--- src/iwd_pkg.sv ---
`default_nettype none
package iwd_pkg;

  // ------------------------------------------------------------
  // timing
  // ------------------------------------------------------------
  localparam int unsigned OSC_PER_ICYC = 4;

  // ------------------------------------------------------------
  // register map (byte addresses)
  // ------------------------------------------------------------
  localparam logic [7:0] A_CTRL   = 8'h00;
  localparam logic [7:0] A_TMR    = 8'h04;
  localparam logic [7:0] A_PLO    = 8'h08;
  localparam logic [7:0] A_PHI    = 8'h0C;
  localparam logic [7:0] A_STAT   = 8'h10;
  localparam logic [7:0] A_CNT    = 8'h14;

  localparam int unsigned CTRL_EN_BIT  = 0;
  localparam int unsigned CTRL_PSA_BIT = 1;
  localparam logic [1:0]  CTRL_RST     = 2'h1;
  localparam logic [11:0] TMR_RST      = 12'h0F0;
  localparam logic [11:0] PLO_RST      = 12'h080;
  localparam logic [11:0] PHI_RST      = 12'h08F;
  localparam logic [3:0]  BANK_RST     = 4'h0;
  localparam logic        TO_RST       = 1'b1;
  localparam logic        PD_RST       = 1'b1;

  // ------------------------------------------------------------
  // access bank split and branch conditions
  // ------------------------------------------------------------
  localparam logic [7:0] ACC_SPLIT   = 8'h60;
  localparam logic [3:0] ACC_HI_BANK = 4'hF;
  localparam logic [1:0] COND_ZERO   = 2'h0;
  localparam logic [1:0] COND_CARRY  = 2'h1;
  localparam logic [1:0] COND_OVF    = 2'h2;
  localparam logic [1:0] COND_NEG    = 2'h3;

  typedef enum logic [2:0] {
    ST_FETCH  = 3'b001,
    ST_SECOND = 3'b010,
    ST_NOP    = 3'b100
  } iwd_st_e;

  typedef enum logic [5:0] {
    OP_NOP, OP_OTHER, OP_SUB_ACC_FROM_REG, OP_SUB_ACC_BORROW, OP_NIBBLE_SWAP,
    OP_XOR_REG, OP_BIT_CLEAR, OP_BIT_SET, OP_BIT_TEST_SKIP_CLEAR,
    OP_BIT_TEST_SKIP_SET, OP_BIT_TOGGLE, OP_BRANCH_COND, OP_BRANCH_ALWAYS,
    OP_RELATIVE_CALL, OP_ABS_CALL, OP_ABSOLUTE_JUMP, OP_INTERRUPT_RETURN,
    OP_RETURN, OP_STANDBY, OP_WATCHDOG_CLEAR, OP_STACK_POP, OP_STACK_PUSH,
    OP_SOFT_RESET, OP_ADD_LITERAL, OP_AND_LITERAL, OP_OR_LITERAL,
    OP_LOAD_LITERAL, OP_MUL_LITERAL, OP_SUB_LITERAL, OP_XOR_LITERAL,
    OP_RETURN_LITERAL, OP_POINTER_LITERAL_LOAD, OP_BANK_LITERAL_LOAD,
    OP_TABLE_READ, OP_TABLE_WRITE
  } iwd_op_e;

endpackage
`default_nettype wire

--- src/iwd_dec_if.sv ---
`timescale 1ns/10ps
`default_nettype none
interface iwd_dec_if;
  logic [15:0]      word;
  iwd_pkg::iwd_op_e op;
  logic             two_word;
  logic             pc_change;
  logic             cond_br;
  logic             wr_reg;

  modport cls (input word, output op, two_word, pc_change, cond_br, wr_reg);
  modport usr (output word, input op, two_word, pc_change, cond_br, wr_reg);
endinterface
`default_nettype wire

--- src/iwd_classify.sv ---
`timescale 1ns/10ps
`default_nettype none
module iwd_classify (
  iwd_dec_if.cls d
);

  // ------------------------------------------------------------
  // opcode classification
  // ------------------------------------------------------------
  always_comb begin
    d.op = iwd_pkg::OP_OTHER;
    priority casez (d.word)
      16'b1111_????_????_????: d.op = iwd_pkg::OP_NOP;
      16'h0000:                d.op = iwd_pkg::OP_NOP;
      16'h0003:                d.op = iwd_pkg::OP_STANDBY;
      16'h0004:                d.op = iwd_pkg::OP_WATCHDOG_CLEAR;
      16'h0005:                d.op = iwd_pkg::OP_STACK_PUSH;
      16'h0006:                d.op = iwd_pkg::OP_STACK_POP;
      16'h00FF:                d.op = iwd_pkg::OP_SOFT_RESET;
      16'b0000_0000_0000_10??: d.op = iwd_pkg::OP_TABLE_READ;
      16'b0000_0000_0000_11??: d.op = iwd_pkg::OP_TABLE_WRITE;
      16'b0000_0000_0001_000?: d.op = iwd_pkg::OP_INTERRUPT_RETURN;
      16'b0000_0000_0001_001?: d.op = iwd_pkg::OP_RETURN;
      16'b0000_0001_0000_????: d.op = iwd_pkg::OP_BANK_LITERAL_LOAD;
      16'b0000_1111_????_????: d.op = iwd_pkg::OP_ADD_LITERAL;
      16'b0000_1011_????_????: d.op = iwd_pkg::OP_AND_LITERAL;
      16'b0000_1001_????_????: d.op = iwd_pkg::OP_OR_LITERAL;
      16'b0000_1110_????_????: d.op = iwd_pkg::OP_LOAD_LITERAL;
      16'b0000_1101_????_????: d.op = iwd_pkg::OP_MUL_LITERAL;
      16'b0000_1000_????_????: d.op = iwd_pkg::OP_SUB_LITERAL;
      16'b0000_1010_????_????: d.op = iwd_pkg::OP_XOR_LITERAL;
      16'b0000_1100_????_????: d.op = iwd_pkg::OP_RETURN_LITERAL;
      16'b0101_11??_????_????: d.op = iwd_pkg::OP_SUB_ACC_FROM_REG;
      16'b0101_10??_????_????: d.op = iwd_pkg::OP_SUB_ACC_BORROW;
      16'b0011_10??_????_????: d.op = iwd_pkg::OP_NIBBLE_SWAP;
      16'b0001_10??_????_????: d.op = iwd_pkg::OP_XOR_REG;
      16'b1001_????_????_????: d.op = iwd_pkg::OP_BIT_CLEAR;
      16'b1000_????_????_????: d.op = iwd_pkg::OP_BIT_SET;
      16'b1011_????_????_????: d.op = iwd_pkg::OP_BIT_TEST_SKIP_CLEAR;
      16'b1010_????_????_????: d.op = iwd_pkg::OP_BIT_TEST_SKIP_SET;
      16'b0111_????_????_????: d.op = iwd_pkg::OP_BIT_TOGGLE;
      16'b1110_0???_????_????: d.op = iwd_pkg::OP_BRANCH_COND;
      16'b1101_0???_????_????: d.op = iwd_pkg::OP_BRANCH_ALWAYS;
      16'b1101_1???_????_????: d.op = iwd_pkg::OP_RELATIVE_CALL;
      16'b1110_110?_????_????: d.op = iwd_pkg::OP_ABS_CALL;
      16'b1110_1111_????_????: d.op = iwd_pkg::OP_ABSOLUTE_JUMP;
      16'b1110_1110_00??_????: d.op = iwd_pkg::OP_POINTER_LITERAL_LOAD;
      default:                 d.op = iwd_pkg::OP_OTHER;
    endcase
  end

  // ------------------------------------------------------------
  // group attributes
  // ------------------------------------------------------------
  always_comb begin
    d.two_word  = (d.op == iwd_pkg::OP_ABS_CALL) || (d.op == iwd_pkg::OP_ABSOLUTE_JUMP) ||
                  (d.op == iwd_pkg::OP_POINTER_LITERAL_LOAD);
    d.pc_change = (d.op == iwd_pkg::OP_BRANCH_ALWAYS) || (d.op == iwd_pkg::OP_RELATIVE_CALL) ||
                  (d.op == iwd_pkg::OP_INTERRUPT_RETURN) || (d.op == iwd_pkg::OP_RETURN) ||
                  (d.op == iwd_pkg::OP_RETURN_LITERAL);
    d.cond_br   = (d.op == iwd_pkg::OP_BRANCH_COND);
    // bit clear, set and toggle always rewrite f; byte ops only with the destination bit set
    d.wr_reg    = (d.op == iwd_pkg::OP_BIT_CLEAR) || (d.op == iwd_pkg::OP_BIT_SET) ||
                  (d.op == iwd_pkg::OP_BIT_TOGGLE) ||
                  (d.word[9] && ((d.op == iwd_pkg::OP_SUB_ACC_FROM_REG) ||
                  (d.op == iwd_pkg::OP_SUB_ACC_BORROW) || (d.op == iwd_pkg::OP_NIBBLE_SWAP) ||
                  (d.op == iwd_pkg::OP_XOR_REG)));
  end

endmodule
`default_nettype wire

--- src/iwd_top.sv ---
// Operation
// - port read-modify-write takes source value from the pins, not the latch
// - writing first timer count register clears its prescaler when assigned
// - program-counter change or true test adds one no-operation cycle
// - second word is an operand; a lone 1111 word is a no-operation
// - conditional branches 1110 0ccc with 8-bit offset; one cycle, two if taken
// - absolute call 1110 110s plus 1111 word; two cycles; s selects shadow save
// - absolute jump 1110 1111 plus 1111 word; two cycles
// - bit ops clear, set, skip-clear, skip-set, toggle; skips cost extra cycles
// - interrupt return and return decode; two cycles; irq enables updated
// - standby and watchdog clear take one cycle and set timeout; standby clears powerdown, watchdog clear sets it
// - stack pop, push and software reset words take one cycle
// - literal ops under 0000; return-with-literal takes two cycles
// - pointer literal load is two words, two cycles, 12-bit literal
// - bank literal load writes four bits into the bank select register
// - table read 10mm, write 11mm; two cycles; mm selects pointer change
// - subtract, subtract with borrow, nibble swap, xor byte op encodings
// - one instruction cycle is four oscillator periods
// - destination bit 0 targets accumulator, 1 targets the register
// - access bit 0 uses access bank, 1 uses bank select register
//
// The register addresses and the APB interface to the registers were left to the implementer.
`timescale 1ns/10ps
`default_nettype none
module iwd_top #(
  parameter int unsigned AW = 8
) (
  input  wire logic          pclk,
  input  wire logic          presetn,
  input  wire logic [AW-1:0] paddr,
  input  wire logic          psel,
  input  wire logic          penable,
  input  wire logic          pwrite,
  input  wire logic [31:0]   pwdata,
  output logic      [31:0]   prdata,
  output logic               pready,
  output logic               pslverr,
  input  wire logic [15:0]   fetch_word,
  input  wire logic          fetch_valid,
  output logic               fetch_ready,
  input  wire logic          flag_zero,
  input  wire logic          flag_carry,
  input  wire logic          overflow_flag,
  input  wire logic          flag_neg,
  input  wire logic          tested_bit,
  output logic               op_valid,
  output logic      [5:0]    op_kind,
  output logic      [19:0]   op_literal,
  output logic      [11:0]   op_addr,
  output logic      [2:0]    op_bit,
  output logic               op_dest_reg,
  output logic               op_fast,
  output logic      [1:0]    op_ptr_sel,
  output logic      [1:0]    op_tbl_mode,
  output logic               op_src_pins,
  output logic               prescaler_clr,
  output logic               irq_enable_load,
  output logic               timeout_flag,
  output logic               powerdown_flag,
  output logic      [3:0]    bank_select_register
);

  // ------------------------------------------------------------
  // instruction cycle divider
  // ------------------------------------------------------------
  logic [1:0] div_r;
  logic       tick;

  assign tick = (div_r == 2'(iwd_pkg::OSC_PER_ICYC - 1));

  always_ff @(posedge pclk or negedge presetn) begin
    if (!presetn) begin
      div_r <= 2'h0;
    end else begin
      div_r <= tick ? 2'h0 : div_r + 2'h1;
    end
  end

  // ------------------------------------------------------------
  // registers
  // ------------------------------------------------------------
  logic [1:0]  ctrl_r;
  logic [11:0] tmr_r;
  logic [11:0] plo_r;
  logic [11:0] phi_r;
  logic [15:0] cnt_r;
  logic        wr_acc;
  logic        mapped;
  logic [31:0] rd_nxt;
  iwd_pkg::iwd_st_e state_r;
  logic        skip_r;

  assign mapped  = (paddr == AW'(iwd_pkg::A_CTRL)) || (paddr == AW'(iwd_pkg::A_TMR)) ||
                   (paddr == AW'(iwd_pkg::A_PLO)) || (paddr == AW'(iwd_pkg::A_PHI)) ||
                   (paddr == AW'(iwd_pkg::A_STAT)) || (paddr == AW'(iwd_pkg::A_CNT));
  assign pready  = 1'b1;
  assign pslverr = psel && penable && !mapped;
  assign wr_acc  = psel && penable && pwrite && mapped;

  always_ff @(posedge pclk or negedge presetn) begin
    if (!presetn) begin
      ctrl_r <= iwd_pkg::CTRL_RST;
      tmr_r  <= iwd_pkg::TMR_RST;
      plo_r  <= iwd_pkg::PLO_RST;
      phi_r  <= iwd_pkg::PHI_RST;
    end else if (wr_acc) begin
      if (paddr == AW'(iwd_pkg::A_CTRL)) ctrl_r <= pwdata[1:0];
      if (paddr == AW'(iwd_pkg::A_TMR))  tmr_r  <= pwdata[11:0];
      if (paddr == AW'(iwd_pkg::A_PLO))  plo_r  <= pwdata[11:0];
      if (paddr == AW'(iwd_pkg::A_PHI))  phi_r  <= pwdata[11:0];
    end
  end

  always_comb begin
    rd_nxt = 32'h0;
    if (paddr == AW'(iwd_pkg::A_CTRL)) rd_nxt = {30'h0, ctrl_r};
    if (paddr == AW'(iwd_pkg::A_TMR))  rd_nxt = {20'h0, tmr_r};
    if (paddr == AW'(iwd_pkg::A_PLO))  rd_nxt = {20'h0, plo_r};
    if (paddr == AW'(iwd_pkg::A_PHI))  rd_nxt = {20'h0, phi_r};
    if (paddr == AW'(iwd_pkg::A_STAT)) begin
      rd_nxt = {22'h0, skip_r, state_r, powerdown_flag, timeout_flag, bank_select_register};
    end
    if (paddr == AW'(iwd_pkg::A_CNT))  rd_nxt = {16'h0, cnt_r};
  end

  // read data is latched in the setup cycle so the access phase needs no wait
  always_ff @(posedge pclk or negedge presetn) begin
    if (!presetn) begin
      prdata <= 32'h0;
    end else if (psel && !penable && !pwrite) begin
      prdata <= rd_nxt;
    end
  end

  // ------------------------------------------------------------
  // classification
  // ------------------------------------------------------------
  iwd_dec_if dec ();

  assign dec.word = fetch_word;

  iwd_classify u_cls (
    .d (dec.cls)
  );

  // ------------------------------------------------------------
  // sequencing
  // ------------------------------------------------------------
  logic [15:0] held_r;
  logic        take;
  logic        issue;
  logic        exec;
  logic        cond_base;
  logic        cond_taken;
  logic        skip_hit;
  logic        skip_nxt;
  iwd_pkg::iwd_op_e kind_nxt;
  iwd_pkg::iwd_st_e state_nxt;

  // a no-operation cycle is emitted even while disabled, so a stall never splits it
  assign fetch_ready = tick && ctrl_r[iwd_pkg::CTRL_EN_BIT] && (state_r != iwd_pkg::ST_NOP);
  assign take        = fetch_ready && fetch_valid;

  always_comb begin
    unique case (fetch_word[10:9])
      iwd_pkg::COND_ZERO:  cond_base = flag_zero;
      iwd_pkg::COND_CARRY: cond_base = flag_carry;
      iwd_pkg::COND_OVF:   cond_base = overflow_flag;
      iwd_pkg::COND_NEG:   cond_base = flag_neg;
    endcase
    cond_taken = cond_base ^ fetch_word[8];
    skip_hit   = ((dec.op == iwd_pkg::OP_BIT_TEST_SKIP_CLEAR) && !tested_bit) ||
                 ((dec.op == iwd_pkg::OP_BIT_TEST_SKIP_SET) && tested_bit);
  end

  always_comb begin
    issue     = 1'b0;
    exec      = 1'b0;
    kind_nxt  = iwd_pkg::OP_NOP;
    state_nxt = state_r;
    skip_nxt  = skip_r;
    unique case (state_r)
      iwd_pkg::ST_NOP: begin
        if (tick) begin
          issue     = 1'b1;
          state_nxt = iwd_pkg::ST_FETCH;
        end
      end
      iwd_pkg::ST_SECOND: begin
        if (take) begin
          issue     = 1'b1;
          kind_nxt  = iwd_pkg::iwd_op_e'(op_kind_hold(held_r));
          state_nxt = iwd_pkg::ST_FETCH;
        end
      end
      iwd_pkg::ST_FETCH: begin
        if (take) begin
          if (skip_r) begin
            issue    = 1'b1;
            skip_nxt = 1'b0;
          end else if (dec.two_word) begin
            state_nxt = iwd_pkg::ST_SECOND;
          end else begin
            issue    = 1'b1;
            exec     = 1'b1;
            kind_nxt = dec.op;
            // table transfers also cost a second, idle instruction cycle
            if (dec.pc_change || (dec.cond_br && cond_taken) ||
                dec.op == iwd_pkg::OP_TABLE_READ || dec.op == iwd_pkg::OP_TABLE_WRITE) begin
              state_nxt = iwd_pkg::ST_NOP;
            end
            if (skip_hit) begin
              skip_nxt = 1'b1;
            end
          end
        end
      end
      default: begin
        state_nxt = iwd_pkg::ST_FETCH;
      end
    endcase
  end

  function automatic logic [5:0] op_kind_hold(input logic [15:0] w);
    logic [5:0] k;
    k = 6'(iwd_pkg::OP_POINTER_LITERAL_LOAD);
    if (w[11:9] == 3'b110) k = 6'(iwd_pkg::OP_ABS_CALL);
    if (w[11:8] == 4'hF)   k = 6'(iwd_pkg::OP_ABSOLUTE_JUMP);
    return k;
  endfunction

  always_ff @(posedge pclk or negedge presetn) begin
    if (!presetn) begin
      state_r <= iwd_pkg::ST_FETCH;
      skip_r  <= 1'b0;
      held_r  <= 16'h0;
      cnt_r   <= 16'h0;
    end else begin
      state_r <= state_nxt;
      skip_r  <= skip_nxt;
      if (take && state_r == iwd_pkg::ST_FETCH) held_r <= fetch_word;
      if (issue) cnt_r <= cnt_r + 16'h1;
    end
  end

  // ------------------------------------------------------------
  // operand fields
  // ------------------------------------------------------------
  logic [11:0] addr_nxt;
  logic        in_port;

  always_comb begin
    if (fetch_word[8]) begin
      addr_nxt = {bank_select_register, fetch_word[7:0]};
    end else if (fetch_word[7:0] < iwd_pkg::ACC_SPLIT) begin
      addr_nxt = {4'h0, fetch_word[7:0]};
    end else begin
      addr_nxt = {iwd_pkg::ACC_HI_BANK, fetch_word[7:0]};
    end
    in_port = (addr_nxt >= plo_r) && (addr_nxt <= phi_r);
  end

  always_ff @(posedge pclk or negedge presetn) begin
    if (!presetn) begin
      op_valid    <= 1'b0;
      op_kind     <= 6'h0;
      op_literal  <= 20'h0;
      op_addr     <= 12'h0;
      op_bit      <= 3'h0;
      op_dest_reg <= 1'b0;
      op_fast     <= 1'b0;
      op_ptr_sel  <= 2'h0;
      op_tbl_mode <= 2'h0;
    end else begin
      op_valid <= issue;
      if (issue) begin
        op_kind     <= 6'(kind_nxt);
        op_addr     <= addr_nxt;
        op_bit      <= fetch_word[11:9];
        op_dest_reg <= fetch_word[9];
        op_fast     <= fetch_word[0];
        op_tbl_mode <= fetch_word[1:0];
        op_ptr_sel  <= 2'h0;
        op_literal  <= {12'h0, fetch_word[7:0]};
        if (kind_nxt == iwd_pkg::OP_BRANCH_ALWAYS || kind_nxt == iwd_pkg::OP_RELATIVE_CALL) begin
          op_literal <= {9'h0, fetch_word[10:0]};
        end
        if (state_r == iwd_pkg::ST_SECOND) begin
          op_literal <= {fetch_word[11:0], held_r[7:0]};
          op_fast    <= held_r[8];
          op_ptr_sel <= held_r[5:4];
          if (kind_nxt == iwd_pkg::OP_POINTER_LITERAL_LOAD) begin
            op_literal <= {8'h0, held_r[3:0], fetch_word[7:0]};
          end
        end
      end
    end
  end

  // ------------------------------------------------------------
  // side effects
  // ------------------------------------------------------------
  always_ff @(posedge pclk or negedge presetn) begin
    if (!presetn) begin
      op_src_pins     <= 1'b0;
      prescaler_clr   <= 1'b0;
      irq_enable_load <= 1'b0;
    end else begin
      op_src_pins     <= exec && dec.wr_reg && in_port;
      prescaler_clr   <= exec && dec.wr_reg && (addr_nxt == tmr_r) &&
                         ctrl_r[iwd_pkg::CTRL_PSA_BIT];
      irq_enable_load <= exec && (dec.op == iwd_pkg::OP_INTERRUPT_RETURN);
    end
  end

  always_ff @(posedge pclk or negedge presetn) begin
    if (!presetn) begin
      bank_select_register <= iwd_pkg::BANK_RST;
    end else if (exec && dec.op == iwd_pkg::OP_BANK_LITERAL_LOAD) begin
      bank_select_register <= fetch_word[3:0];
    end
  end

  always_ff @(posedge pclk or negedge presetn) begin
    if (!presetn) begin
      timeout_flag   <= iwd_pkg::TO_RST;
      powerdown_flag <= iwd_pkg::PD_RST;
    end else if (exec && dec.op == iwd_pkg::OP_STANDBY) begin
      timeout_flag   <= 1'b1;
      powerdown_flag <= 1'b0;
    end else if (exec && dec.op == iwd_pkg::OP_WATCHDOG_CLEAR) begin
      timeout_flag   <= 1'b1;
      powerdown_flag <= 1'b1;
    end
  end
endmodule
`default_nettype wire

--- config.mk ---
export PLATFORM = sky130hd
export DESIGN_NAME = iwd_top
export DESIGN_NICKNAME = d
export VERILOG_FILES = /design/src/iwd_pkg.sv /design/src/iwd_dec_if.sv /design/src/iwd_classify.sv /design/src/iwd_top.sv
export SDC_FILE = /design/constraint.sdc
export NUM_CORES = 1
export LEC_CHECK = 0
export BUFFER_PORTS_ARGS = -buffer_cell sky130_fd_sc_hd__buf_2
export CAP_MARGIN = 30
export CORE_MARGIN = 2
export CORE_UTILIZATION = 53
export CTS_BUF_LIST = sky130_fd_sc_hd__clkbuf_4 sky130_fd_sc_hd__clkbuf_8
export DETAILED_ROUTE_END_ITERATION = 8
export GPL_ROUTABILITY_DRIVEN = 1
export GPL_TIMING_DRIVEN = 0
export PLACE_DENSITY = 0.79
export SLEW_MARGIN = 20
export SYNTH_ARGS = -nofsm -noshare
export SYNTH_HDL_FRONTEND = slang
export SYNTH_SLANG_ARGS = --single-unit
--- constraint.sdc ---
create_clock -name pclk -period 8 [get_ports pclk]
set_clock_uncertainty 0.2 [all_clocks]
set_input_delay 0.8 -clock pclk [delete_from_list [all_inputs] [get_ports pclk]]
set_output_delay 0.8 -clock pclk [all_outputs]
set_load 0.02 [all_outputs]
==> reports/summary.txt <==
Status: completed
Vias in the first global route: 6363
Peak Freq: 267 MHz
Main combinational cell family by area after synthesis: simple AND/OR/NAND/NOR gates
CP max FO: 10
Post-Synth Adder-Cell Area: 4.07%
Worst slew pin tran: 0.743 ns
Sw Share: 29.0%
Hold-fix buffers, CTS: 0
FF+latch count, synth: 141
Area after DPL: 0.00889 mm^2
Synthesized instance count: 795
DRT Pass-1 Iters: 5
DRC violations left: 0
Worst setup path endpoint: op_bit[1]
Number of cells on the critical path: 10
Post-layout nets: 1037
Sequential Power Share: 48.6%
Post-route cell area: 0.00928 mm^2
Max-slew violation count: 0
Gr usage total: 27.0%
Final antenna-violating net count: 0
# fillers: 1192
Initial Util: 54.6%
Tcrit/Tclk final: 46.8%
Starting DRC count in detailed routing: 475
Crit path max-delay cell type: a2111oi_4
Row count: 44
Final cell count without fillers: 1140
Post-CTS setup buffer count: 0
Detailed Place HPWL: 15700 um
Total wire length: 21000 um
Area growth, synth to finish: 16.1%
Crit path required time: 8.14 ns
Max H-tree Level: 4
CP top delay family: compound AO/OA/AOI/OAI gates
Die Y: 127 um
Worst Path Buf+Inv: 3
IO Pins: 159
Int Pwr: 1110 uW
Synthesized cell area: 0.00800 mm^2
Largest net degree at the start of global routing: 78
Reg2reg end: op_literal[8]
CTS sink cnt: 141
Synth unique cells: 69
Max Cap Violations: 0
Via count: 6523
Unrepaired setup endpoints after global routing: false
Reg-to-reg setup timing slack: 4.77 ns
Initial antenna violation count: 0
CP Cell Sequence: buf_2 -> clkbuf_1 -> nor4_2 -> a31oi_1 -> o32ai_2 -> a2111oi_4 -> mux2i_1 -> o31ai_4 -> buf_6 -> mux2_1
Post-Synth Simple-Gate Area: 14.7%
Clock slew at reported path FFs: 0.09 ns
Register area share after synthesis: 44.3%
Post-synthesis async set-or-reset flop share: 100%
Critical Path Start Type: primary input
Comb power frac: 14.9%
Worst reg-to-reg path cell count: 8
Psw: 454 uW
Worst skew pair latency: 0.46 ns
Gpl congestion: 0.902
Crit end category: flip-flop
Total die area: 0.0161 mm^2
WL/cell: 18.4 um
Root Buffer: clkbuf_8
Number of diodes: 0
Worst path arrival time: 3.89 ns
Post-Syn Area per Cell: 10.1 um^2
Final setup TNS: 0 ns
Post-Synth XOR/XNOR Area: 3.50%
Global-route wire length before repair: 33700 um
Layout cells sized above 1: 28.8%
Worst r2r src: state_r[0]
Placed Cells: 1109
Leak: 0.00453 uW
Total grt overflow: 0
Hold crit path type: primary input to asynchronous set/reset pin
TritonCTS clock tree: yes
Yosys warnings: 0
Max clock buf depth: 2
VDD IR-drop max: 107 uV
Clock network fraction of design power: 36.4%
Setup CP Type: primary input to flip-flop
Relative slew margins: 50.5%
Final min period: 3.75 ns
Post-synth EDFFs: 0
Core area: 0.0146 mm^2
Power density over cell area: 169 mW/mm^2
Drt via density: 5.72
Number of hold violations in the final report: 0
Final setup fails: 0
CP startpoint: fetch_word[4]
Port buffer count: 113
Post-synth top flop: dfrtp_1
CTS resizes: 0
Die width: 127 um
CTS buffer count: 17
Slowest stage delay, CP: 0.57 ns
Synth Area in Compound Gates: 13.1%
Mux contribution to synthesized area: 13.3%
[state kept, by name, summed over array words and instances (netlist names), 3 cells and up]
name	cells
tmr_r	12
phi_r	12
op_literal	20
state_r	3
plo_r	12
bank_select_register	4
prdata	16
op_bit	3
held_r	12
op_kind	6
op_addr	12
cnt_r	16
[synth_stat cells, types with 13 or more instances]
| library cell | instances | share of area [%] |
|---|---|---|
| o21ai_0 | 53 | 3.3 |
| nor2_1 | 48 | 2.3 |
| mux2_2 | 59 | 8.3 |
| inv_1 | 36 | 1.7 |
| ha_1 | 26 | 4.1 |
| mux2i_1 | 17 | 2.1 |
| dfstp_2 | 13 | 4.3 |
| xor2_1 | 20 | 2.2 |
| clkbuf_1 | 27 | 1.3 |
| dfrtp_1 | 128 | 40 |
| nand2_1 | 79 | 3.7 |
| buf_4 | 23 | 2.2 |
| mux2_1 | 14 | 2.0 |
| a21oi_1 | 26 | 1.6 |
| nor3_1 | 26 | 1.6 |
| nand3_1 | 17 | 1.1 |
[per-stage QoR]
step	util [%]	hold WS [ns]	total power, uW	worst slack (ns)
detailed placement	60.7	0.220	1010	3.76
global placement	60.4	0.216	1000	3.81
floorplan	-	0.203	919	4.67
finish	63.4	0.0798	1570	4.25
CTS	63.4	0.0923	1570	4.24
global route	63.4	0.108	1630	4.12
[power groups by stage]
stage                     Combinational (uW)  Sequential (uW)  Clock, uW
final                                    234              763        571
after global routing                     257              767        609
after CTS                                233              763        576
after detailed placement                 232              777          0
after global placement                   226              775          0
after floorplan                          120              799          0
[cell usage in the layout (no fill, tap or decap), types with 6 or more instances in the layout]
master,synthesis,final
dfrtp_1,128,128
buf_2,10,122
nand2_1,79,79
mux2_2,59,59
o21ai_0,53,53
nor2_1,48,48
inv_1,36,36
clkbuf_1,27,27
a21oi_1,26,26
nor3_1,26,26
ha_1,26,26
buf_4,23,23
xor2_1,20,20
conb_1,2,18
clkbuf_8,0,18
nand3_1,17,17
mux2i_1,17,17
mux2_1,14,14
dfstp_2,13,13
xnor2_1,12,12
a221oi_1,11,11
nor2b_1,10,10
nand4_1,9,9
a22oi_1,9,9
o21ai_1,8,8
nor3b_1,7,7
buf_6,6,6
[routing by layer]
| metal | vias to the layer above | part of all wire, % | GRT usage, % |
|---|---|---|---|
| met5 | - | 0 | 0 |
| met4 | 0 | 2.3 | 8.66 |
| met3 | 37 | 6.6 | 6.83 |
| met2 | 234 | 46 | 42.5 |
| met1 | 3175 | 45 | 36.9 |
| li1 | 3077 | - | - |
[cells by family after synthesis]
family	after synthesis
AO/OA/AOI/OAI	156
XOR/XNOR	32
adder cells (fa/ha/maj)	26
buffers and inverters	108
flip-flops	141
multiplexers	93
other	2
AND/OR/NAND/NOR	237
[how the worst min path moves through the flow]
| stage | startpoint | endpoint | slack, ns | cells after the start |
|---|---|---|---|---|
| 2_1_floorplan | div_r[0] | div_r[0] | 0.20 | 1 |
| 3_3_place_gp | div_r[0] | div_r[0] | 0.22 | 1 |
| 3_5_place_dp | div_r[0] | div_r[0] | 0.22 | 1 |
| 4_1_cts | presetn | op_kind[4] | 0.09 | 1 |
| 5_1_grt | presetn | op_kind[4] | 0.11 | 1 |
| 6_report | presetn | op_kind[4] | 0.08 | 1 |
[cell type report]
| cell class | count | area [um^2] | area share, % |
|---|---|---|---|
| buffer | 72 | 415 | 4.48 |
| clock buffer | 18 | 248 | 2.67 |
| clock inverter | 13 | 143 | 1.54 |
| inverter | 36 | 135 | 1.46 |
| multi-input combinational | 562 | 3960 | 42.7 |
| sequential | 141 | 3540 | 38.2 |
| tap | 184 | 230 | 2.48 |
| timing repair buffer | 114 | 603 | 6.50 |
[worst reg2reg max path, stage by stage, from the launching register on]
cell,delay [ns]
dfstp_2,0.52
buf_2,0.20
or3b_2,0.53
or3_1,0.43
or2_2,0.30
clkbuf_1,0.19
nor2_1,0.33
nor4b_1,0.29
a221o_1,0.19
No activity file was read; power rests on OpenSTA's default activity.
